`src/logic/option_pkg.sv`:
```
package option_pkg;

  // Option word layout on the cpu data bus and in the status register
  localparam int unsigned cpu_arb_bit = 0;
  localparam int unsigned pci_a_arb_bit = 1;
  localparam int unsigned pci_b_arb_bit = 2;
  localparam int unsigned primary_bit = 3;
  localparam int unsigned wide_bit = 4;
  localparam int unsigned boot_bit = 5;
  localparam int unsigned alt_mode_bit = 6;
  localparam int unsigned pll_skip_bit = 7;
  localparam int unsigned cpu_range_bit = 8;
  localparam int unsigned pci_a_range_bit = 9;
  localparam int unsigned pci_b_range_bit = 10;
  localparam int unsigned slave_loaded_bit = 11;
  localparam int unsigned lock_bit = 12;
  localparam int unsigned opt_width = 8;

  // Register map (byte addresses)
  localparam logic [11:0] status_addr = 12'h000;
  localparam logic [11:0] control_addr = 12'h004;
  localparam logic [31:0] status_reset = 32'h0000_0000;
  localparam logic [31:0] control_reset = 32'h0000_0000;

  // Timing at a 40 MHz clock
  localparam int unsigned clk_period_ps = 25000;
  localparam int unsigned strap_hold_ns = 10;
  localparam int unsigned strap_hold_cycles =
    (strap_hold_ns * 1000 + clk_period_ps - 1) / clk_period_ps;
  localparam int unsigned pll_lock_us = 100;
  localparam int unsigned pll_lock_cycles_default =
    (pll_lock_us * 1000000) / clk_period_ps;

  typedef enum logic [1:0] {
    st_reset = 2'b00,
    st_hold = 2'b01,
    st_locking = 2'b10,
    st_run = 2'b11
  } pll_state_type;

endpackage : option_pkg

```
`src/logic/option_if.sv`:
```
`timescale 1ns/100ps
interface option_if;
  logic [7:0] opt;
  logic slave_loaded;
  logic strap_load;
  logic slave_load;
  logic [7:0] straps;
  logic [7:0] slave_word;

  modport store (
    input strap_load, slave_load, straps, slave_word,
    output opt, slave_loaded
  );
  modport ctrl (
    output strap_load, slave_load, straps, slave_word,
    input opt, slave_loaded
  );
endinterface : option_if

```
`src/logic/option_store.sv`:
```
`timescale 1ns/100ps
module option_store (
  // Clock and reset
  input wire logic clk,
  input wire logic nrst,
  // Load paths
  option_if.store port
);
  logic [7:0] opt_q;
  logic loaded_q;

  assign port.opt = opt_q;
  assign port.slave_loaded = loaded_q;

  // Slave load takes priority over strap resampling
  always_ff @(posedge clk or negedge nrst) begin
    if (!nrst) begin
      opt_q <= 8'h00;
    end else if (port.slave_load) begin
      opt_q <= port.slave_word; // [RULE_19]
    end else if (port.strap_load) begin
      opt_q <= port.straps;
    end
  end

  always_ff @(posedge clk or negedge nrst) begin
    if (!nrst) begin
      loaded_q <= 1'b0;
    end else if (port.slave_load) begin
      loaded_q <= 1'b1;
    end
  end
endmodule : option_store

```
`src/logic/powerup_option_capture.sv`:
```
// The address map and the APB slave port were decided locally.
`timescale 1ns/100ps
// Notes on behaviour
// RULE_01: PLLs held in reset during power reset
// RULE_02: Resources stay reset until lock interval ends
// RULE_03: Strap sampling default, slave loading optional
// RULE_04: Slave word latched from data bus
// RULE_05: Captured options readable in status register
// RULE_06: Bus resets leave options untouched
// RULE_07: Arbiter enables follow option bits 0..2
// RULE_08: Primary segment from strap 5 or bit 3
// RULE_09: Wide request driven during pci_a reset
// RULE_10: Wide option only for central resource
// RULE_11: Boot source from strap 3 or bit 5
// RULE_12: Low strap selects alternate, incl mode
// RULE_13: PLL bypass from strap 1 or bit 7
// RULE_14: Single-PCI variant forces pci_a primary
// RULE_15: PLL ranges latched at power reset release
// RULE_16: Arbiter pins resampled until slave load
// RULE_17: Straps 5..1 latched at power release
// RULE_18: Straps become interrupts after hold window
// RULE_19: Slave load replaces strap options
// RULE_20: Master drives strobe, hard reset, data
// RULE_21: Word updated after every hard-reset sequence
// RULE_22: No wide request before word latched
// RULE_23: Master keeps device out of last four
// RULE_24: Bus resets released only after lock
// RULE_25: Data captured on strobe deassert edge
module powerup_option_capture #(
  parameter int unsigned lock_cycles = option_pkg::pll_lock_cycles_default,
  parameter bit dual_pci = 1'b1
) (
  // Clock and reset
  input wire logic clk,
  input wire logic nrst,
  // Power and reset pins
  input wire logic power_on_reset_n,
  input wire logic board_ok_n,
  input wire logic cpu_bus_hard_reset_n,
  input wire logic pci_a_reset_n,
  input wire logic pci_b_reset_n,
  // Multiplexed strap pins
  input wire logic cpu_clk_high_range,
  input wire logic pci_a_high_speed,
  input wire logic pci_b_high_speed,
  input wire logic [5:1] irq_strap_n,
  input wire logic reset_config_strobe_n,
  input wire logic [7:0] cpu_data_bus,
  // APB slave
  input wire logic psel,
  input wire logic penable,
  input wire logic pwrite,
  input wire logic [11:0] paddr,
  input wire logic [31:0] pwdata,
  output logic [31:0] prdata,
  output logic pready,
  output logic pslverr,
  // Option outputs
  output logic cpu_arbiter_on,
  output logic pci_a_arbiter_on,
  output logic pci_b_arbiter_on,
  output logic primary_segment,
  output logic pci_a_wide_on,
  output logic boot_from_pci,
  output logic alt_cpu_mode_on,
  output logic pll_skip_on,
  output logic [2:0] pll_high_range,
  // PLL and reset control
  output logic pll_reset,
  output logic pll_locked,
  output logic core_reset_n,
  output logic bus_reset_release,
  // Wide request pin
  output logic pci_a_wide_request_n_o,
  output logic pci_a_wide_request_n_oe,
  // Interrupt lines after strap window
  output logic [5:1] irq_n
);

  //////////////////////////////////////////////////////////////////////////
  // Synchronise the pins
  logic [13:0] raw_pins;
  logic [13:0] pins_s;
  logic por_n_s, ok_n_s, hard_n_s, pa_rst_n_s, cpu_bus_hard_reset_n_n_s;
  logic fast_s, pa_hs_s, pb_hs_s, strobe_n_s;
  logic [5:1] irq_s;
  logic [7:0] data_s;

  assign raw_pins = {power_on_reset_n, board_ok_n, cpu_bus_hard_reset_n,
    pci_a_reset_n, pci_b_reset_n, cpu_clk_high_range, pci_a_high_speed,
    pci_b_high_speed, irq_strap_n, reset_config_strobe_n};

  sync2 #(.width(14)) pin_sync (
    .clk(clk),
    .nrst(nrst),
    .d(raw_pins),
    .q(pins_s)
  );

  sync2 #(.width(8)) data_sync (
    .clk(clk),
    .nrst(nrst),
    .d(cpu_data_bus),
    .q(data_s)
  );

  assign por_n_s = pins_s[13];
  assign ok_n_s = pins_s[12];
  assign hard_n_s = pins_s[11];
  assign pa_rst_n_s = pins_s[10];
  assign cpu_bus_hard_reset_n_n_s = pins_s[9];
  assign fast_s = pins_s[8];
  assign pa_hs_s = pins_s[7];
  assign pb_hs_s = pins_s[6];
  assign irq_s = pins_s[5:1];
  assign strobe_n_s = pins_s[0];

  //////////////////////////////////////////////////////////////////////////
  // Power reset tracking and PLL lock
  logic por_n_q;
  logic strobe_n_q;
  logic strobe_armed_q;
  logic por_rise;
  logic power_fault;
  logic [31:0] count_q;
  option_pkg::pll_state_type state_q;

  // Board board_ok_n is active low; high counts as a fault
  assign power_fault = !por_n_s || ok_n_s; // [RULE_01]
  assign por_rise = por_n_s && !por_n_q;

  always_ff @(posedge clk or negedge nrst) begin
    if (!nrst) begin
      por_n_q <= 1'b0;
      strobe_n_q <= 1'b0;
    end else begin
      por_n_q <= por_n_s;
      strobe_n_q <= strobe_n_s;
    end
  end

  // The sync resets low, so a rising strobe only counts after a fall
  // was seen; this hides the false edge while the sync settles
  always_ff @(posedge clk or negedge nrst) begin
    if (!nrst) begin
      strobe_armed_q <= 1'b0;
    end else if (strobe_n_q && !strobe_n_s) begin
      strobe_armed_q <= 1'b1;
    end else if (strobe_n_s && !strobe_n_q) begin
      strobe_armed_q <= 1'b0;
    end
  end

  // Lock is a fixed count from release, not a measured lock; a slow
  // reference would need lock_cycles raised to match
  always_ff @(posedge clk or negedge nrst) begin
    if (!nrst) begin
      state_q <= option_pkg::st_reset;
      count_q <= 32'h0000_0000;
    end else if (power_fault) begin
      state_q <= option_pkg::st_reset; // [RULE_01]
      count_q <= 32'h0000_0000;
    end else begin
      case (state_q)
        option_pkg::st_reset: begin
          state_q <= option_pkg::st_hold;
          count_q <= 32'h0000_0000;
        end
        option_pkg::st_hold: begin
          count_q <= count_q + 32'h0000_0001;
          if (count_q + 32'h0000_0001 >= 32'(option_pkg::strap_hold_cycles))
          begin
            state_q <= option_pkg::st_locking;
            count_q <= 32'h0000_0000;
          end
        end
        option_pkg::st_locking: begin
          count_q <= count_q + 32'h0000_0001;
          if (count_q + 32'h0000_0001 >= 32'(lock_cycles)) begin
            state_q <= option_pkg::st_run; // [RULE_02]
          end
        end
        option_pkg::st_run: begin
          state_q <= option_pkg::st_run;
        end
        default: begin
          state_q <= option_pkg::st_reset;
        end
      endcase
    end
  end

  //////////////////////////////////////////////////////////////////////////
  // Option capture paths
  option_if opt_bus ();
  logic [2:0] range_q;
  logic slave_en_q;
  logic in_window;
  logic [7:0] strap_word;

  // Low strap picks the alternate option
  assign strap_word = {~irq_s[1], ~irq_s[2], ~irq_s[3], ~irq_s[4],
    ~irq_s[5], pb_hs_s, pa_hs_s, fast_s}; // [RULE_12]
  assign in_window = state_q == option_pkg::st_hold;
  assign opt_bus.straps = por_rise ? strap_word :
    {opt_bus.opt[7:3], pb_hs_s, pa_hs_s, fast_s};
  // Straps on the rising edge; arbiter bits follow pins until a slave load
  assign opt_bus.strap_load = por_rise ||
    (por_n_s && !opt_bus.slave_loaded); // [RULE_16] [RULE_17] [RULE_03]
  // Strobe rising while hard reset low, outside power reset; only nrst clears slave_loaded
  assign opt_bus.slave_load = slave_en_q && strobe_armed_q &&
    strobe_n_s && !strobe_n_q && !hard_n_s &&
    por_n_s; // [RULE_04] [RULE_25] [RULE_21] [RULE_06]
  assign opt_bus.slave_word = data_s;

  option_store store (
    .clk(clk),
    .nrst(nrst),
    .port(opt_bus)
  );

  always_ff @(posedge clk or negedge nrst) begin
    if (!nrst) begin
      range_q <= 3'b000;
    end else if (por_rise) begin
      range_q <= {pb_hs_s, pa_hs_s, fast_s}; // [RULE_15]
    end
  end

  //////////////////////////////////////////////////////////////////////////
  // APB registers
  logic [31:0] status_word;
  logic wr_ctrl;
  logic addr_hit;

  assign status_word = {19'h0_0000, state_q == option_pkg::st_run,
    opt_bus.slave_loaded, range_q, opt_bus.opt}; // [RULE_05]
  assign addr_hit = paddr == option_pkg::status_addr ||
    paddr == option_pkg::control_addr;
  // Writes land only at the edge that completes the access
  assign wr_ctrl = psel && penable && pready && pwrite &&
    paddr == option_pkg::control_addr;

  // Control bit 0 arms configuration-slave loading
  always_ff @(posedge clk or negedge nrst) begin
    if (!nrst) begin
      slave_en_q <= option_pkg::control_reset[0];
    end else if (wr_ctrl) begin
      slave_en_q <= pwdata[0];
    end
  end

  // One wait state keeps read data registered
  always_ff @(posedge clk or negedge nrst) begin
    if (!nrst) begin
      pready <= 1'b0;
      prdata <= 32'h0000_0000;
      pslverr <= 1'b0;
    end else if (psel && penable && !pready) begin
      pready <= 1'b1;
      pslverr <= !addr_hit;
      case (paddr)
        option_pkg::status_addr: prdata <= status_word;
        option_pkg::control_addr: prdata <= {31'h0000_0000, slave_en_q};
        default: prdata <= 32'h0000_0000;
      endcase
    end else begin
      pready <= 1'b0;
      pslverr <= 1'b0;
    end
  end

  //////////////////////////////////////////////////////////////////////////
  // Outputs
  logic run;
  assign run = state_q == option_pkg::st_run;

  always_ff @(posedge clk or negedge nrst) begin
    if (!nrst) begin
      cpu_arbiter_on <= 1'b0;
      pci_a_arbiter_on <= 1'b0;
      pci_b_arbiter_on <= 1'b0;
      primary_segment <= 1'b0;
      pci_a_wide_on <= 1'b0;
      boot_from_pci <= 1'b0;
      alt_cpu_mode_on <= 1'b0;
      pll_skip_on <= 1'b0;
      pll_high_range <= 3'b000;
    end else begin
      cpu_arbiter_on <= opt_bus.opt[option_pkg::cpu_arb_bit]; // [RULE_07]
      pci_a_arbiter_on <= opt_bus.opt[option_pkg::pci_a_arb_bit];
      pci_b_arbiter_on <= dual_pci &&
        opt_bus.opt[option_pkg::pci_b_arb_bit]; // [RULE_14]
      primary_segment <= dual_pci &&
        opt_bus.opt[option_pkg::primary_bit]; // [RULE_08] [RULE_14]
      pci_a_wide_on <= opt_bus.opt[option_pkg::wide_bit];
      boot_from_pci <= opt_bus.opt[option_pkg::boot_bit]; // [RULE_11]
      alt_cpu_mode_on <= opt_bus.opt[option_pkg::alt_mode_bit];
      pll_skip_on <= opt_bus.opt[option_pkg::pll_skip_bit]; // [RULE_13]
      pll_high_range <= range_q;
    end
  end

  always_ff @(posedge clk or negedge nrst) begin
    if (!nrst) begin
      pll_reset <= 1'b1;
      pll_locked <= 1'b0;
      core_reset_n <= 1'b0;
      bus_reset_release <= 1'b0;
    end else begin
      pll_reset <= state_q == option_pkg::st_reset; // [RULE_01]
      pll_locked <= run;
      core_reset_n <= run; // [RULE_02]
      bus_reset_release <= run; // [RULE_24]
    end
  end

  // Width advert only during pci_a reset, only once the word is final
  always_ff @(posedge clk or negedge nrst) begin
    if (!nrst) begin
      pci_a_wide_request_n_o <= 1'b1;
      pci_a_wide_request_n_oe <= 1'b0;
    end else begin
      pci_a_wide_request_n_o <= 1'b0;
      pci_a_wide_request_n_oe <= opt_bus.opt[option_pkg::wide_bit] &&
        !pa_rst_n_s && run &&
        (!slave_en_q || opt_bus.slave_loaded); // [RULE_09] [RULE_22]
    end
  end

  // Interrupt lines idle high inside the strap window
  always_ff @(posedge clk or negedge nrst) begin
    if (!nrst) begin
      irq_n <= 5'h1F;
    end else if (!por_n_s || in_window) begin
      irq_n <= 5'h1F;
    end else begin
      irq_n <= irq_s; // [RULE_18]
    end
  end

  // Second bus reset only gates nothing here; kept for symmetry
  logic unused_cpu_bus_hard_reset_n;
  assign unused_cpu_bus_hard_reset_n = cpu_bus_hard_reset_n_n_s;

endmodule : powerup_option_capture

```
`src/logic/sync2.sv`:
```
`timescale 1ns/100ps
module sync2 #(
  parameter int unsigned width = 1
) (
  // Clock and reset
  input wire logic clk,
  input wire logic nrst,
  // Data
  input wire logic [width-1:0] d,
  output logic [width-1:0] q
);
  logic [width-1:0] meta_q;

  always_ff @(posedge clk or negedge nrst) begin
    if (!nrst) begin
      meta_q <= '0;
      q <= '0;
    end else begin
      meta_q <= d;
      q <= meta_q;
    end
  end
endmodule : sync2
```
`config.mk`:
```
export PLATFORM = sky130hd
export DESIGN_NAME = powerup_option_capture
export DESIGN_NICKNAME = d
export VERILOG_FILES = /design/src/logic/option_pkg.sv /design/src/logic/option_if.sv /design/src/logic/option_store.sv /design/src/logic/powerup_option_capture.sv /design/src/logic/sync2.sv
export SDC_FILE = /design/constraint.sdc
export NUM_CORES = 1
export LEC_CHECK = 0
export BUFFER_PORTS_ARGS = -buffer_cell sky130_fd_sc_hd__buf_2
export CAP_MARGIN = 20
export CORE_MARGIN = 3
export CORE_UTILIZATION = 54
export DETAILED_ROUTE_END_ITERATION = 8
export PLACE_DENSITY = 0.87
export REMOVE_ABC_BUFFERS = 1
export SYNTH_ARGS = -nofsm -noshare
export SYNTH_HDL_FRONTEND = slang
export SYNTH_SLANG_ARGS = --single-unit
```
`constraint.sdc`:
```
create_clock -name clk -period 4.2 [get_ports clk]
set_input_delay 0.21 -clock clk [delete_from_list [all_inputs] [get_ports clk]]
set_output_delay 0.21 -clock clk [all_outputs]
set_load 0.005 [all_outputs]
```
==> impl_metrics.csv, run 1 <==
group,metric,value,unit
outcome,status,"finished, final reports clean",
synthesis,synth_edf_count,0,
clock_network,htree_num_levels,4,
power,finalPower,2.92,mW
grt,grt_pass1_wl,21900,um
floorplan,rows,36,
clock_network,numCtsBuffers,17,
grt,grt_max_degree,72,
place,pre_cts_slack,0.700,ns
layout,fin_util,0.684,
synthesis,synth_seq_cells,127,
critical_path,worst-path-stages,12,
synthesis,synth_area_leaders,"dfrtp_1 54%, dfstp_2 3.3%, nand2_1 2.9%",
layout,finish.net_count,695,
synthesis,synth_top_area_frac,0.539,
synthesis,synth_area_per_cell,10.6,sq um
power,power_leakage,3.17,nW
sta,worst_pin_slew,0.881,ns
critical_path,slowest_delay,0.50,ns
grt,grt_antenna_before_repair,0,
synthesis,yosysUniqueCellTypes,49,
synthesis,yosys.area_share.xor_xnor,0.0204,
run,cap_violations,0,
route,antenna_left,0,
route,wirelength,13700,um
sta,fin_skew,0.00817,ns
critical_path,cp-start-kind,"flop",
sta,slew_violations,0,
layout,fillers,675,
critical_path,path_cells,"ha_1, nand3_1, nor3_1, buf_4, nand4_1, xnor2_1, nor4_1, nand4_1, o31a_1, buf_12, or3_1, o21ai_0",
sta,rsz0062_at_grt,"false",
layout,fin_cells,762,
sta,finalHoldViolCount,0,
power,ir_worst_vdd,0.000260,V
clock_network,cts_setup_buffers,0,
place,place.gp.congestion,1.01,
synthesis,synth_compound_area_frac,0.119,
critical_path,worstPathArrival,4.15,ns
sta,setup_tns,0,ns
clock_network,cts.sink_count,127,
floorplan,die_h,108,um
sta,max_freq,268,MHz
layout,stdcell_area,6780,sq um
sta,finalCritPeriodShare,0.888,
critical_path,crit_buf_inv,2,
critical_path,path_class,"flop to flop",
layout,antennaDiodeCount,0,
route,wl_per_cell,17.9,um
floorplan,io_pins,127,
grt,grt_pass1_vias,4499,
floorplan,core-area,9910,sq um
floorplan,die_w,108,um
synthesis,synth_top_cell_by_area,"dfrtp_1",
critical_path,rr_worst_depth,12,
synthesis,ys_seq_area_frac,0.572,
sta,fin_hold_ws,0.0763,ns
floorplan,dieArea,11600,sq um
min_path,hold-path-cell-count,4,
clock_network,root_buffer,"clkbuf_8",
grt,grt-ovfl-total,0,
synthesis,yosys.area_share.simple,0.182,
synthesis,synth_top_family_by_area,"simple AND/OR/NAND/NOR gates",
sta,timing.final.ws_setup,0.472,ns
synthesis,netlist_top_cells_count,"120 x dfrtp_1, 43 x nand2_1, 31 x o21ai_0",
min_path,min_path_type,"primary input to flop",
sta,min_period,3.73,ns
layout,area_delta_synth_final,21.7,%
clock_network,tritoncts,"built",
critical_path,cp_top_family,"simple AND/OR/NAND/NOR gates",
critical_path,worstPathMaxFanout,39,
sta,finalSetupViolCount,0,
sta,relSlewSlack,0.413,
grt,grt_usage,0.243,
place,dp_hpwl,8120,um
place,port-buffer-count,75,
layout,drive_gt1_frac,0.211,
critical_path,cpMaxStageDelayCell,"dfrtp_1",
synthesis,synth.most_common_cell,"dfrtp_1",
synthesis,synth-adder-area-share,0.0180,
synthesis,synthFlopType,"dfrtp_1",
route,viasPerCell,6.04,
route,drc,0,
route,dr.pass1.iters,5,
synthesis,muxShareOfSynthArea,0.0247,
clock_network,clk_pin_slew,0.06,ns
critical_path,critPathMostFrequentCell,"nand4_1",
synthesis,syn_area,5570,sq um
synthesis,netlist_instances,524,
place,dp.cells,707,
route,num_vias,4600,
critical_path,crit_required,4.63,ns
synthesis,synthArstFlopShare,1.00,
power,powerDensity,431,nW/um^2
route,drt_iter0_drc,468,
floorplan,floorplan.initialDensity,0.562,
clock_network,cts.path.max_buffers,2,
synthesis,ys_warn_count,0,
clock_network,clock_latency,0.52,ns
place,place_area,5960,sq um
critical_path,endpoint_kind,"flop",
==> where the power goes <==
part	internal, mW	total [mW]	leakage [nW]	switching [mW]
Clock	0.865	1.46	0.293	0.599
Combinational	0.0613	0.139	1.27	0.0780
Sequential	1.28	1.32	1.60	0.0348
Total	2.21	2.92	3.17	0.712
==> cell families (layout without fill, tap and decap cells) <==
| kind of cell | Yosys count | after routing |
|---|---|---|
| compound gates | 104 | 104 |
| simple gates | 190 | 190 |
| buf+inv | 68 | 154 |
| fa+ha+maj | 8 | 8 |
| xor+xnor | 13 | 13 |
| flops | 127 | 127 |
| other cells | 1 | 20 |
| mux | 13 | 13 |
==> repair_timing <==
item,in CTS,in global routing
endpoints found under the hold margin,90,0
hold buffers,23,0
gates resized for setup,0,0
==> layout by cell type, fill, tap and decap left out, types with 3 or more instances in the layout <==
cell / Yosys / routed
a211o_1: 3 / 3
a21o_1: 13 / 13
a21oi_1: 21 / 21
a22o_1: 17 / 17
and3_1: 11 / 11
buf_2: 11 / 74
buf_4: 21 / 7
clkbuf_16: 0 / 16
clkinv_4: 0 / 4
conb_1: 1 / 20
dfrtp_1: 120 / 120
dfstp_2: 7 / 7
dlygate4sd3_1: 0 / 23
ha_1: 8 / 8
inv_1: 17 / 17
inv_6: 0 / 4
inv_8: 0 / 3
mux2_2: 6 / 6
mux2i_1: 7 / 7
nand2_1: 43 / 43
nand2b_1: 8 / 8
nand3_1: 26 / 26
nand4_1: 9 / 9
nor2_1: 17 / 17
nor2b_1: 5 / 5
nor3_1: 30 / 30
nor3b_1: 3 / 3
nor4_1: 10 / 10
o21ai_0: 31 / 31
o21ai_1: 5 / 5
o22ai_1: 3 / 3
or3_1: 15 / 15
xnor2_1: 12 / 12
==> worst register-to-register path, delay by kind of cell, from the launching register on <==
kind / cells / cell delay, ns
DFF: 1 / 0.50
xor gates and xnor gates: 1 / 0.19
buffers and inverters: 2 / 0.42
adders and majority gates: 1 / 0.28
AOI/OAI and AO/OA: 2 / 0.49
and+or+nand+nor: 6 / 1.76
==> cell type report <==
| class | count | area [sq um] | area share |
|---|---|---|---|
| clock buffers | 17 | 414 | 0.0611 |
| repair buffers | 105 | 673 | 0.0993 |
| inverters | 17 | 63.8 | 0.00941 |
| well taps | 133 | 166 | 0.0245 |
| flip-flops and latches | 127 | 3190 | 0.470 |
| clock inverters | 15 | 174 | 0.0256 |
| multi-input cells | 348 | 2100 | 0.310 |
==> routing by layer <==
layer  global-route usage  vias to the layer above  routed length (um)
li1                     -                     2004                   -
met1                0.290                     2208                5100
met2                0.416                      314                6930
met3               0.0528                       74                1150
met4                0.116                        0                 496
met5                    0                        -                   0
==> sequential cells by signal, summed over array words and instances (netlist names), 2 cells and up <==
signal / cells
count_q: 32
data_sync.q: 8
irq_n: 5
prdata: 13
state_q: 2
range_q: 3
pin_sync.q: 13
pin_sync.meta_q: 13
pll_high_range: 3
store.port.opt: 8
data_sync.meta_q: 8
==> path summary, 6_finish.rpt <==
check / startpoint / end / slack (ns)
setup / recovery: count_q[1] / count_q[27] / 0.47
min in group asynchronous: nrst / pci_a_arbiter_on / 0.36
setup reg to reg: count_q[1] / count_q[27] / 0.47
hold / removal: paddr[4] / prdata[0] / 0.08
hold reg to reg: pin_sync.meta_q[5] / pin_sync.q[5] / 0.35
max in group asynchronous: nrst / pci_a_wide_request_n_o / 2.88
Note: power is estimated with default switching activity, not from simulation.
==> run 2, diff against run 1 <==
--- a/config.mk
+++ b/config.mk
@@ -7,11 +7,12 @@
 export LEC_CHECK = 0
 export BUFFER_PORTS_ARGS = -buffer_cell sky130_fd_sc_hd__buf_2
 export CAP_MARGIN = 20
+export CORE_ASPECT_RATIO = 0.6
 export CORE_MARGIN = 3
 export CORE_UTILIZATION = 54
 export DETAILED_ROUTE_END_ITERATION = 8
 export PLACE_DENSITY = 0.87
-export REMOVE_ABC_BUFFERS = 1
 export SYNTH_ARGS = -nofsm -noshare
 export SYNTH_HDL_FRONTEND = slang
 export SYNTH_SLANG_ARGS = --single-unit
+export TNS_END_PERCENT = 5
==> impl_metrics.csv, run 2 (synthesized netlist as in run 1, its figures left out) <==
group,metric,value,unit
floorplan,core-area,9950,sq um
clock_network,clk_pin_slew,0.06,ns
sta,fin_skew,0.0118,ns
min_path,holdPathEnd,"slave_en_q",
place,place.gp.congestion,0.939,
clock_network,cts.path.max_buffers,2,
clock_network,cts-resized-gates,0,
power,ir_worst_vdd,0.000316,V
critical_path,path_class,"flop to flop",
floorplan,rows,28,
grt,grt-ovfl-total,0,
sta,slew_violations,0,
layout,multi_input_area,2110,sq um
place,port-buffer-count,75,
critical_path,r2r_end,"count_q[11]",
clock_network,numCtsBuffers,17,
clock_network,cts.sink_count,127,
floorplan,dieArea,11600,sq um
floorplan,io_pins,127,
sta,worst_pin_slew,0.618,ns
grt,grt_pass1_vias,4270,
sta,finalSetupViolCount,0,
sta,min_period,3.76,ns
critical_path,critPathMostFrequentCell,"nand4_1",
critical_path,path_cells,"ha_1, nand3_1, nor3_1, buf_4, nand4_1, xnor2_1, nor4_1, nand4_1, o31a_1, buf_12, or3_1, o21ai_1",
critical_path,crit_required,4.53,ns
critical_path,worstPathArrival,4.09,ns
layout,final_common_cell,"dfrtp_1",
critical_path,cpMaxStageDelayCell,"dfrtp_1",
power,powerDensity,416,nW/um^2
layout,drive_gt1_frac,0.219,
route,dr.pass1.iters,5,
critical_path,cp_top_family,"simple AND/OR/NAND/NOR gates",
place,dp_hpwl,8810,um
critical_path,rrSetupSlack,0.44,ns
layout,finish.net_count,700,
layout,largest_reg_flops,32,
clock_network,clock_latency,0.42,ns
clock_network,root_buffer,"clkbuf_16",
route,wirelength,13100,um
power,power_leakage,3.17,nW
sta,finalCritPeriodShare,0.895,
place,place_area,6020,sq um
critical_path,endpoint_kind,"flop",
critical_path,rr_worst_depth,12,
layout,antennaDiodeCount,0,
layout,stdcell_area,6790,sq um
sta,finalHoldViolCount,0,
min_path,min_path_type,"primary input to flop",
min_path,worstHoldStart,"pwdata[0]",
grt,grt_pass1_wl,21400,um
critical_path,worstPathMaxFanout,29,
layout,largest-register,"count_q",
sta,setup_tns,0,ns
critical_path,rr_startpoint,"count_q[1]",
route,num_vias,4425,
route,wl_per_cell,17.1,um
layout,area_delta_synth_final,21.9,%
clock_network,cts_setup_buffers,0,
clock_network,cts_hold_buffers,22,
grt,grt_usage,0.239,
route,drt_iter0_drc,537,
critical_path,cp-start-kind,"flop",
clock_network,tritoncts,"built",
run,cap_violations,0,
layout,ff_latch_area,3190,sq um
critical_path,crit_buf_inv,2,
route,drc,0,
outcome,status,"finished, final reports clean",
clock_network,htree_num_levels,4,
route,antenna_left,0,
route,viasPerCell,5.75,
grt,grt_antenna_before_repair,0,
floorplan,floorplan.initialDensity,0.560,
min_path,hold-path-cell-count,2,
layout,final_cell_mix,"120 x dfrtp_1, 74 x buf_2, 43 x nand2_1",
layout,fillers,706,
grt,grt_max_degree,49,
sta,rsz0062_at_grt,"false",
sta,relSlewSlack,0.588,
critical_path,slowest_delay,0.52,ns
floorplan,die_h,84.7,um
sta,max_freq,266,MHz
floorplan,die_w,137,um
==> run 2: cell type report <==
class | count | area share
multi-input combinational | 348 | 0.310
sequential | 127 | 0.469
clock buffer | 18 | 0.0632
tap | 135 | 0.0249
clock inverter | 14 | 0.0186
timing repair buffer | 110 | 0.104
inverter | 17 | 0.00940
==> run 2: how the worst max path moves through the flow <==
stage,from,end,slack (ns),cells past startpoint
floorplan,count_q[1],count_q[31],1.24,13
global placement,count_q[1],count_q[23],0.64,12
detailed placement,count_q[1],count_q[11],0.52,12
CTS,count_q[1],count_q[11],0.53,12
global route,count_q[1],count_q[15],0.11,12
finish,count_q[1],count_q[11],0.44,12
==> run 2: stage by stage <==
| step | utilization | hold slack [ns] | std cells | power (mW) | setup slack [ns] |
|---|---|---|---|---|---|
| global route | 0.683 | 0.0576 | 769 | 2.93 | 0.112 |
| floorplan | - | -0.0856 | 543 | 1.39 | 1.24 |
| global placement | 0.605 | 0.265 | 715 | 1.45 | 0.645 |
| CTS | 0.683 | 0.0561 | 769 | 2.85 | 0.530 |
| detailed placement | 0.605 | 0.270 | 715 | 1.46 | 0.516 |
| finish | 0.683 | 0.0687 | 769 | 2.83 | 0.442 |
==> run 2: metal layers <==
layer	track usage	share of wire	vias up
met5	0	0	-
met4	0.0725	0.014	0
met3	0.0515	0.081	22
met2	0.368	0.46	207
met1	0.345	0.45	2191
li1	-	-	2005
==> run 2: worst register-to-register path, stage by stage, from the launching register on <==
cell	delay, ns
dfrtp_1	0.52
ha_1	0.31
nand3_1	0.15
nor3_1	0.24
buf_4	0.23
nand4_1	0.22
xnor2_1	0.19
nor4_1	0.42
nand4_1	0.26
o31a_1	0.48
buf_12	0.22
or3_1	0.36
o21ai_1	0.08
==> run 2: power by group <==
| group | total, mW | internal (mW) | switching (mW) |
|---|---|---|---|
| Clock | 1.37 | 0.779 | 0.593 |
| Combinational | 0.139 | 0.0610 | 0.0784 |
| Sequential | 1.32 | 1.28 | 0.0335 |
| Total | 2.83 | 2.12 | 0.705 |
